$ cat src/verilog/rms_defs.vh
`ifndef RMS_DEFS_VH
`define RMS_DEFS_VH
// ------------------------------------------------------------
// register map (byte addresses)
// ------------------------------------------------------------
`define RMS_ADDR_CTRL 12'h000
`define RMS_ADDR_STATUS 12'h004
`define RMS_ADDR_RATE 12'h008
`define RMS_ADDR_OVLD 12'h00C
`define RMS_ADDR_TALLY 12'h010
`define RMS_ADDR_HEADS 12'h014
// ------------------------------------------------------------
// field positions
// ------------------------------------------------------------
`define RMS_CTRL_ENABLE 0
`define RMS_CTRL_TICK 1
`define RMS_CTRL_CLR_DONE 2
`define RMS_CTRL_RESET 32'h0000_0001
// ------------------------------------------------------------
// times in microseconds, clock in MHz
// ------------------------------------------------------------
`define RMS_CLK_MHZ 100
`define RMS_STANDBY_US 20000
`define RMS_CMD_US 20000
`define RMS_WINDOW_US 100000
`define RMS_SCALE_US 11000
`define RMS_STROBE_US 2000
`define RMS_INHIBIT_US 13000
`define RMS_TICK_US 5000000
`define RMS_TICKS_PER_MIN 12
`define RMS_MIN_PER_MARK 12
`define RMS_TALLY_MOD 12
`endif

$ cat src/verilog/rms_sequencer.v
// Implementation choices: the register offsets and register access over AXI4-Lite.
`timescale 1ns/1ps
`include "rms_defs.vh"
module rms_sequencer #(
	parameter integer TICK_CYC = `RMS_TICK_US * `RMS_CLK_MHZ,
	parameter integer STANDBY_CYC = `RMS_STANDBY_US * `RMS_CLK_MHZ,
	parameter integer CMD_CYC = `RMS_CMD_US * `RMS_CLK_MHZ,
	parameter integer WINDOW_CYC = `RMS_WINDOW_US * `RMS_CLK_MHZ,
	parameter integer SCALE_CYC = `RMS_SCALE_US * `RMS_CLK_MHZ,
	parameter integer STROBE_CYC = `RMS_STROBE_US * `RMS_CLK_MHZ,
	parameter integer INHIBIT_CYC = `RMS_INHIBIT_US * `RMS_CLK_MHZ
) (
	// clock and reset
	input wire aclk,
	input wire aresetn,
	// axi4-lite write
	input wire [11:0] s_axi_awaddr,
	input wire s_axi_awvalid,
	output reg s_axi_awready,
	input wire [31:0] s_axi_wdata,
	input wire [3:0] s_axi_wstrb,
	input wire s_axi_wvalid,
	output reg s_axi_wready,
	output reg [1:0] s_axi_bresp,
	output reg s_axi_bvalid,
	input wire s_axi_bready,
	// axi4-lite read
	input wire [11:0] s_axi_araddr,
	input wire s_axi_arvalid,
	output reg s_axi_arready,
	output reg [31:0] s_axi_rdata,
	output reg [1:0] s_axi_rresp,
	output reg s_axi_rvalid,
	input wire s_axi_rready,
	// event sources, one-cycle pulses
	input wire good_gas_evt,
	input wire good_crystal_evt,
	input wire high_crystal_evt,
	input wire high_plastic_evt,
	input wire [5:0] event_code,
	// tape heads and status
	output reg [15:0] tape_heads,
	output reg tape_strobe,
	output reg scaler_clear,
	output reg event_inhibit,
	output reg high_window,
	output reg rate_select_n,
	output reg [4:0] mode_active
);
	// ------------------------------------------------------------
	// modes (one-hot), index 0..4
	// ------------------------------------------------------------
	localparam [4:0] M_IDLE = 5'h00;
	localparam [4:0] M_CRYSTAL = 5'h01;
	localparam [4:0] M_GAS = 5'h02;
	localparam [4:0] M_RATE = 5'h04;
	localparam [4:0] M_OVLD = 5'h08;
	localparam [4:0] M_MARK = 5'h10;
	// generator states
	localparam [2:0] G_IDLE = 3'b001;
	localparam [2:0] G_SCALE = 3'b010;
	localparam [2:0] G_STROBE = 3'b100;

	// mode index on the top three head tracks, the one-hot word does not fit
	function [2:0] mode_code;
		input [4:0] m;
		begin
			if (m[4]) mode_code = 3'h4;
			else if (m[3]) mode_code = 3'h3;
			else if (m[2]) mode_code = 3'h2;
			else if (m[1]) mode_code = 3'h1;
			else mode_code = 3'h0;
		end
	endfunction

	function [5:0] sat_inc;
		input [5:0] v;
		begin
			sat_inc = (v == 6'h3F) ? v : v + 6'h01;
		end
	endfunction

	// ------------------------------------------------------------
	// registers
	// ------------------------------------------------------------
	reg enable_q;
	reg ext_tick_q;
	reg done_q;
	reg [31:0] tick_cnt_q;
	reg [3:0] min_div_q;
	reg [3:0] mark_div_q;
	reg [5:0] tally_q;
	reg hi_pend_q;
	reg mark_pend_q;
	reg [31:0] standby_q;
	reg [31:0] cmd_q;
	reg [31:0] win_q;
	reg [31:0] gen_q;
	reg [31:0] inh_q;
	reg [2:0] gen_st_q;
	reg [5:0] rate_gas_q;
	reg [5:0] rate_cry_q;
	reg [5:0] ovl_cry_q;
	reg [5:0] ovl_pla_q;
	reg [5:0] scal_a_q;
	reg [5:0] scal_b_q;
	reg wr_ctrl;
	reg [31:0] wdat;
	reg aw_held;
	reg w_held;
	reg [11:0] aw_q;

	wire tick_hw = (tick_cnt_q == TICK_CYC - 1);
	wire tick = enable_q & (tick_hw | ext_tick_q);
	wire min_tick = tick & (min_div_q == `RMS_TICKS_PER_MIN - 1);
	wire mark_tick = min_tick & (mark_div_q == `RMS_MIN_PER_MARK - 1);
	wire cmd_busy = (cmd_q != 0);
	wire cmd_end = (cmd_q == 1);
	wire win_end = (win_q == 1);
	wire busy = (mode_active != M_IDLE) | (inh_q != 0) | cmd_busy | (win_q != 0);
	wire accept_cry = good_crystal_evt & ~good_gas_evt & ~busy & enable_q;
	wire accept_gas = good_gas_evt & ~good_crystal_evt & ~busy & enable_q;
	wire start_rate = (standby_q != 0) & ~busy;
	wire gen_trig = accept_cry | accept_gas | start_rate | win_end
		| (cmd_end & mode_active[3] & mark_pend_q);

	// ------------------------------------------------------------
	// pacing: five-second tick, minute and twelve-minute dividers
	// ------------------------------------------------------------
	always @(posedge aclk) begin
		if (!aresetn) begin
			tick_cnt_q <= 32'h0000_0000;
			min_div_q <= 4'h0;
			mark_div_q <= 4'h0;
			tally_q <= 6'h00;
			hi_pend_q <= 1'b0;
			mark_pend_q <= 1'b0;
			standby_q <= 32'h0000_0000;
		end else begin
			tick_cnt_q <= tick_hw ? 32'h0000_0000 : tick_cnt_q + 32'h0000_0001;
			if (tick) begin
				min_div_q <= (min_div_q == `RMS_TICKS_PER_MIN - 1) ? 4'h0 : min_div_q + 4'h1;
			end
			if (min_tick) begin
				mark_div_q <= (mark_div_q == `RMS_MIN_PER_MARK - 1) ? 4'h0 : mark_div_q + 4'h1;
			end
			if (mark_tick) begin
				tally_q <= (tally_q == `RMS_TALLY_MOD - 1) ? 6'h00 : tally_q + 6'h01;
			end
			// set wins over clear for both pending flags
			if (min_tick) begin
				hi_pend_q <= 1'b1;
			end else if (win_end) begin
				hi_pend_q <= 1'b0;
			end
			if (mark_tick) begin
				mark_pend_q <= 1'b1;
			end else if (cmd_end & mode_active[4]) begin
				mark_pend_q <= 1'b0;
			end
			if (tick) begin
				standby_q <= STANDBY_CYC;
			end else if (start_rate) begin
				standby_q <= 32'h0000_0000;
			end else if (standby_q != 0) begin
				standby_q <= standby_q - 32'h0000_0001;
			end
		end
	end

	// ------------------------------------------------------------
	// mode sequencing and dump commands
	// ------------------------------------------------------------
	always @(posedge aclk) begin
		if (!aresetn) begin
			mode_active <= M_IDLE;
			cmd_q <= 32'h0000_0000;
			win_q <= 32'h0000_0000;
			high_window <= 1'b0;
			rate_select_n <= 1'b1;
			done_q <= 1'b0;
		end else begin
			if (accept_cry) begin
				mode_active <= M_CRYSTAL;
			end else if (accept_gas) begin
				mode_active <= M_GAS;
			end else if (start_rate) begin
				mode_active <= M_RATE;
				cmd_q <= CMD_CYC;
			end else if (win_end) begin
				mode_active <= M_OVLD;
				cmd_q <= CMD_CYC;
			end else if (cmd_end & mode_active[2] & hi_pend_q) begin
				mode_active <= M_IDLE;
				cmd_q <= 32'h0000_0000;
				win_q <= WINDOW_CYC;
			end else if (cmd_end & mode_active[3] & mark_pend_q) begin
				mode_active <= M_MARK;
				cmd_q <= CMD_CYC;
			end else if (cmd_end) begin
				mode_active <= M_IDLE;
				cmd_q <= 32'h0000_0000;
			end else if (cmd_busy) begin
				cmd_q <= cmd_q - 32'h0000_0001;
			end else if (mode_active[1:0] != 2'b00 && gen_st_q == G_IDLE && inh_q == 0) begin
				mode_active <= M_IDLE;
			end
			if (win_q != 0) begin
				win_q <= win_q - 32'h0000_0001;
			end
			high_window <= (win_q > 1) | (cmd_end & mode_active[2] & hi_pend_q);
			rate_select_n <= ~(start_rate | (cmd_busy & ~cmd_end & mode_active[2]));
			if (cmd_end & mode_active[2]) begin
				done_q <= 1'b1;
			end else if (wr_ctrl & wdat[`RMS_CTRL_CLR_DONE]) begin
				done_q <= 1'b0;
			end
		end
	end

	// ------------------------------------------------------------
	// accumulators
	// ------------------------------------------------------------
	always @(posedge aclk) begin
		if (!aresetn) begin
			rate_gas_q <= 6'h00;
			rate_cry_q <= 6'h00;
			ovl_cry_q <= 6'h00;
			ovl_pla_q <= 6'h00;
		end else begin
			if (cmd_end & mode_active[2]) begin
				rate_gas_q <= 6'h00;
				rate_cry_q <= 6'h00;
			end else begin
				if (accept_gas) rate_gas_q <= sat_inc(rate_gas_q);
				if (accept_cry) rate_cry_q <= sat_inc(rate_cry_q);
			end
			if (cmd_end & mode_active[3]) begin
				ovl_cry_q <= 6'h00;
				ovl_pla_q <= 6'h00;
			end else if (win_q != 0) begin
				if (high_crystal_evt) ovl_cry_q <= sat_inc(ovl_cry_q);
				if (high_plastic_evt) ovl_pla_q <= sat_inc(ovl_pla_q);
			end
		end
	end

	// ------------------------------------------------------------
	// timing generator: scale, strobe, clear, inhibit
	// ------------------------------------------------------------
	always @(posedge aclk) begin
		if (!aresetn) begin
			gen_st_q <= G_IDLE;
			gen_q <= 32'h0000_0000;
			inh_q <= 32'h0000_0000;
			event_inhibit <= 1'b0;
			tape_strobe <= 1'b0;
			scaler_clear <= 1'b0;
			tape_heads <= 16'h0000;
			scal_a_q <= 6'h00;
			scal_b_q <= 6'h00;
		end else begin
			scaler_clear <= 1'b0;
			if (gen_trig) begin
				inh_q <= INHIBIT_CYC - 1;
			end else if (inh_q != 0) begin
				inh_q <= inh_q - 32'h0000_0001;
			end
			event_inhibit <= gen_trig | (inh_q != 0) | cmd_busy;
			case (gen_st_q)
			G_IDLE: begin
				if (gen_trig) begin
					gen_st_q <= G_SCALE;
					gen_q <= SCALE_CYC - 1;
					// load scalers with what this cycle reports
					if (accept_cry | accept_gas) begin
						scal_a_q <= event_code;
						scal_b_q <= 6'h00;
					end else if (start_rate) begin
						scal_a_q <= rate_cry_q;
						scal_b_q <= rate_gas_q;
					end else if (win_end) begin
						scal_a_q <= ovl_cry_q;
						scal_b_q <= ovl_pla_q;
					end else begin
						scal_a_q <= tally_q;
						scal_b_q <= 6'h00;
					end
				end
			end
			G_SCALE: begin
				if (gen_q == 0) begin
					gen_st_q <= G_STROBE;
					gen_q <= STROBE_CYC - 1;
					tape_strobe <= 1'b1;
					tape_heads <= {mode_code(mode_active), scal_b_q, 1'b1, scal_a_q};
				end else begin
					gen_q <= gen_q - 32'h0000_0001;
				end
			end
			G_STROBE: begin
				if (gen_q == 0) begin
					gen_st_q <= G_IDLE;
					tape_strobe <= 1'b0;
					tape_heads <= 16'h0000;
					scaler_clear <= 1'b1;
					scal_a_q <= 6'h00;
					scal_b_q <= 6'h00;
				end else begin
					gen_q <= gen_q - 32'h0000_0001;
				end
			end
			default: gen_st_q <= G_IDLE;
			endcase
		end
	end

	// ------------------------------------------------------------
	// axi4-lite slave, one-cycle write and read responses
	// ------------------------------------------------------------
	wire aw_ok = aw_held | s_axi_awvalid;
	wire w_ok = w_held | s_axi_wvalid;
	wire [11:0] aw_use = aw_held ? aw_q : s_axi_awaddr;
	wire do_wr = aw_ok & w_ok & ~s_axi_bvalid;

	always @* begin
		wr_ctrl = do_wr & (aw_use == `RMS_ADDR_CTRL) & s_axi_wstrb[0];
		wdat = s_axi_wdata;
	end

	always @(posedge aclk) begin
		if (!aresetn) begin
			s_axi_awready <= 1'b0;
			s_axi_wready <= 1'b0;
			s_axi_bvalid <= 1'b0;
			s_axi_bresp <= 2'b00;
			s_axi_arready <= 1'b0;
			s_axi_rvalid <= 1'b0;
			s_axi_rresp <= 2'b00;
			s_axi_rdata <= 32'h0000_0000;
			aw_held <= 1'b0;
			w_held <= 1'b0;
			aw_q <= 12'h000;
			enable_q <= 1'b1;
			ext_tick_q <= 1'b0;
		end else begin
			s_axi_awready <= 1'b0;
			s_axi_wready <= 1'b0;
			s_axi_arready <= 1'b0;
			ext_tick_q <= 1'b0;
			if (s_axi_awvalid & ~aw_held & ~s_axi_awready & ~do_wr) begin
				aw_held <= 1'b1;
				aw_q <= s_axi_awaddr;
				s_axi_awready <= 1'b1;
			end
			if (s_axi_wvalid & ~w_held & ~s_axi_wready & ~do_wr) begin
				w_held <= 1'b1;
				s_axi_wready <= 1'b1;
			end
			if (do_wr) begin
				s_axi_awready <= ~aw_held;
				s_axi_wready <= ~w_held;
				aw_held <= 1'b0;
				w_held <= 1'b0;
				s_axi_bvalid <= 1'b1;
				s_axi_bresp <= (aw_use == `RMS_ADDR_CTRL) ? 2'b00 : 2'b10;
				if (wr_ctrl) begin
					enable_q <= s_axi_wdata[`RMS_CTRL_ENABLE];
					ext_tick_q <= s_axi_wdata[`RMS_CTRL_TICK];
				end
			end else if (s_axi_bvalid & s_axi_bready) begin
				s_axi_bvalid <= 1'b0;
			end
			if (s_axi_arvalid & ~s_axi_arready & ~s_axi_rvalid) begin
				s_axi_arready <= 1'b1;
				s_axi_rvalid <= 1'b1;
				s_axi_rresp <= 2'b00;
				if (s_axi_araddr == `RMS_ADDR_CTRL) begin
					s_axi_rdata <= {31'h0000_0000, enable_q};
				end else if (s_axi_araddr == `RMS_ADDR_STATUS) begin
					s_axi_rdata <= {20'h0_0000, done_q, mark_pend_q, hi_pend_q, event_inhibit,
						gen_st_q, mode_active};
				end else if (s_axi_araddr == `RMS_ADDR_RATE) begin
					s_axi_rdata <= {20'h0_0000, rate_gas_q, rate_cry_q};
				end else if (s_axi_araddr == `RMS_ADDR_OVLD) begin
					s_axi_rdata <= {20'h0_0000, ovl_pla_q, ovl_cry_q};
				end else if (s_axi_araddr == `RMS_ADDR_TALLY) begin
					s_axi_rdata <= {26'h000_0000, tally_q};
				end else if (s_axi_araddr == `RMS_ADDR_HEADS) begin
					s_axi_rdata <= {16'h0000, tape_heads};
				end else begin
					s_axi_rdata <= 32'h0000_0000;
					s_axi_rresp <= 2'b10;
				end
			end else if (s_axi_rvalid & s_axi_rready) begin
				s_axi_rvalid <= 1'b0;
			end
		end
	end
endmodule // rms_sequencer

$ cat config.mk
export PLATFORM = sky130hd
export DESIGN_NAME = rms_sequencer
export DESIGN_NICKNAME = d
export VERILOG_FILES = /design/src/verilog/rms_sequencer.v
export VERILOG_INCLUDE_DIRS = /design/src /design/src/verilog
export SDC_FILE = /design/constraint.sdc
export NUM_CORES = 1
export LEC_CHECK = 0
export CAP_MARGIN = 25
export CELL_PAD_IN_SITES_DETAIL_PLACEMENT = 1
export CELL_PAD_IN_SITES_GLOBAL_PLACEMENT = 1
export CORE_MARGIN = 10
export CORE_UTILIZATION = 43
export DETAILED_ROUTE_END_ITERATION = 16
export DONT_BUFFER_PORTS = 1
export PLACE_DENSITY_LB_ADDON = 0.25
export SLEW_MARGIN = 20
export SYNTH_ARGS = -nofsm -noshare
export SYNTH_HDL_FRONTEND = slang
export SYNTH_SLANG_ARGS = --single-unit
$ cat constraint.sdc
create_clock -name aclk -period 3.5 [get_ports aclk]
set_input_delay 0.175 -clock aclk [delete_from_list [all_inputs] [get_ports aclk]]
set_output_delay 0.175 -clock aclk [all_outputs]
set_load 0.005 [all_outputs]
==> run metrics <==
Vias=roughly 14000; core footprint=0.0345 sq mm; Non-Filler Instances=2353; Final HPWL DP=approximately 33000 microns; die width=207 microns; Mapped Avg Cell Area=just over 8 sq um; Initial Utilization=between 40% and 50%; clk sinks=312; Leakage Power=6.50 nW; Worst-Skew Late Latency=approximately 540 ps; commonest cells after routing, fill and taps aside=dfxtp_1, nor2_1, a21oi_1, nand2_1, o21ai_0; Max Fclk=a little under 0.3 GHz; Crit path buffers/inverters=1; First-pass DRT Iterations=4; DR vias/cell=between 5 and 6; most common cell after layout, fill and taps aside=dfxtp_1; post-CTS setup buffers=0; CP Class=reg2reg; Clock Path Buffers=3; Port Buf Inserts=0; antenna-violating nets left=0; cell at the slowest stage of the critical path=or4_1; period utilization=96.5%; Pwr Total=between 15 and 20 mW; setup violators final=0; hold slack=about 16 ps; Mapped Cells=around 1800; outcome=finished, final reports clean; Max rail drop VDD=between 500 and 600 uV; Max-Cap Viols=0; area of the mapped netlist=between 0.01 and 0.015 sq mm; Critical Path Max Stage Delay=640 ps; sequential area share after synthesis=approximately two fifths; total wire length=47300 microns; nets=between 1500 and 2000; pin count of the biggest net entering global routing=49; Worst Setup Start Kind=flip-flop; clk slew on worst S/H paths=50 ps; CTS H-tree lvls=2; Crit Path Max Fanout=24; reg2reg setup slack=~120 ps; Top Ports=approximately 140; Seq cells post-synth=~310; unrepaired setup endpoints after global routing=false; Syn. warnings=0; Setup Skew=approximately 25 ps; Post-synth EDFFs=0; Synth Flop Type=dfxtp_1; Final min period=~3400 ps; drt drc=0; fin. max-slew vios=0; Fillers=between 4000 and 5000; asr flop ratio synth=0%; PwrDens=980 mW/mm^2; number of global-route vias before repair=approximately 14000; setup TNS=0 ps; worst path required time=3970 ps; clk root buf=clkbuf_16; GRT Util Overall=21.6%; DRT iter0 DRCs=740; Slew @ Worst Pin=about 860 ps; initial antenna violation count=5; share of post-route cells with drive strength above 1=under 10%; die area=about 0.043 sq mm; TritonCTS clock tree=built; synth unique cells=67; Core Rows=68; CP cell instances=or4_4 > or3_1 > or4_1 > nor4_4 > o31ai_4 > buf_12 > or4_1 > a21oi_1; worst rel slew slack=42.5%; gpl congestion=between 0.8 and 0.9; Worst path top cell family by delay=simple AND/OR/NAND/NOR gates; final hold vios=0; total gr overflow=0; WP data arrival=around 3900 ps; crit path capture type=flip-flop; Die Y=a little over 200 microns; min-delay worst type=in2reg; first-pass GRT wire length=between 70000 and 80000 microns; Area Growth Syn to Fin=16.0%; Num CTS Buffers=37; cell repeated most along the worst path=or4_1; WL/cell=between 20 and 25 microns; dpl cells=2259
==> routing by layer <==
layer	vias to the layer above	track usage [%]	wire length (microns)	part of all wire (%)
met5	-	0	28	0.059
met4	4	6.98	1280	2.7
met3	77	4.88	2780	5.9
met2	269	36.0	22400	47
met1	6719	27.3	20800	44
li1	6622	-	-	-
==> worst min-delay path, delay by kind of cell <==
family,cells,cell delay (ps)
simple gates,2,140
buf+inv,1,190
==> power by group <==
group / switching (mW) / internal, mW
Sequential: 0.781 / 4.31
Combinational: 4.81 / 3.25
Clock: 1.55 / 2.31
Total: 7.14 / 9.88
==> per-stage QoR <==
stage / instance area, sq um / setup WS, ps / utilization [%]
global placement: 15800 / 131 / 45.9
detailed placement: 15800 / 103 / 45.9
global route: 17400 / 18.1 / 50.4
floorplan: 15000 / 214 / -
CTS: 17300 / 66.7 / 50.3
finish: 17400 / 123 / 50.4
==> what timing repair did <==
item | CTS | global route
hold buffers | 28 | 0
endpoints found under the setup margin | 0 | 48
resized for setup | 0 | 5
hold endpoints to repair | 67 | 0
==> synthesized netlist by cell type (all sizes together), types with 15 or more instances <==
master    n  area [sq um]
a21oi   148           741
a22oi    17           128
a31oi    15          93.8
and3     25           156
buf      31           198
clkbuf   71           267
dfxtp   312          6250
ha       19           238
inv      33           124
mux2i    30           300
nand2   114           428
nand2b   22           138
nand3    51           255
nand4    48           300
nor2    249           935
nor3     72           365
nor4     60           409
o21ai    91           455
o31ai    26           200
or3      57           357
or4      42           319
xnor2    81           709
xor2     53           464
==> worst paths after layout <==
| check | startpoint | to | cells past startpoint |
|---|---|---|---|
| worst max-delay path | inh_q[19]$_SDFFE_PP0P_ | gen_q[21]$_SDFFE_PN0P_ | 8 |
| worst min-delay path | aresetn | inh_q[27]$_SDFFE_PP0P_ | 3 |
| worst max register to register | inh_q[19]$_SDFFE_PP0P_ | gen_q[21]$_SDFFE_PN0P_ | 8 |
| worst min register to register | cmd_q[25]$_SDFFE_PN0P_ | cmd_q[25]$_SDFFE_PN0P_ | 2 |
==> logic make-up (layout without fill, tap and decap cells) <==
logic type               after synthesis  in the layout  synth area share, %
AO/OA/AOI/OAI                        366            366                 14.7
other                                  1             21               0.0251
buffers and inverters                135            205                 3.93
adder cells (fa/ha/maj)               19             19                 1.59
XOR/XNOR                             134            134                 7.84
multiplexers                          32             32                 2.23
flip-flops                           312            312                 41.7
AND/OR/NAND/NOR                      809            809                 28.0
==> sequential cells by signal (all words and copies together) (netlist names), 4 cells and up <==
register and cells:
aw_q 12, cmd_q 32, gen_q 32, inh_q 32, mark_div_q 4, min_div_q 4
mode_active 5, ovl_cry_q 6, ovl_pla_q 6, rate_cry_q 6, rate_gas_q 6, s_axi_rdata 16
scal_a_q 6, scal_b_q 6, standby_q 32, tally_q 6, tape_heads 16, tick_cnt_q 32
win_q 32
==> layout make-up <==
type / instances / area, sq um / area share, %
antenna: 3 / 7.51 / 0.0433
clock buffer: 49 / 1040 / 6.00
clock inverter: 14 / 161 / 0.930
inverter: 33 / 125 / 0.721
multi-input combinational: 1378 / 8250 / 47.5
sequential: 312 / 6250 / 36.0
tap: 455 / 569 / 3.28
timing repair buffer: 109 / 961 / 5.54
Note: power is estimated with default switching activity, not from simulation.
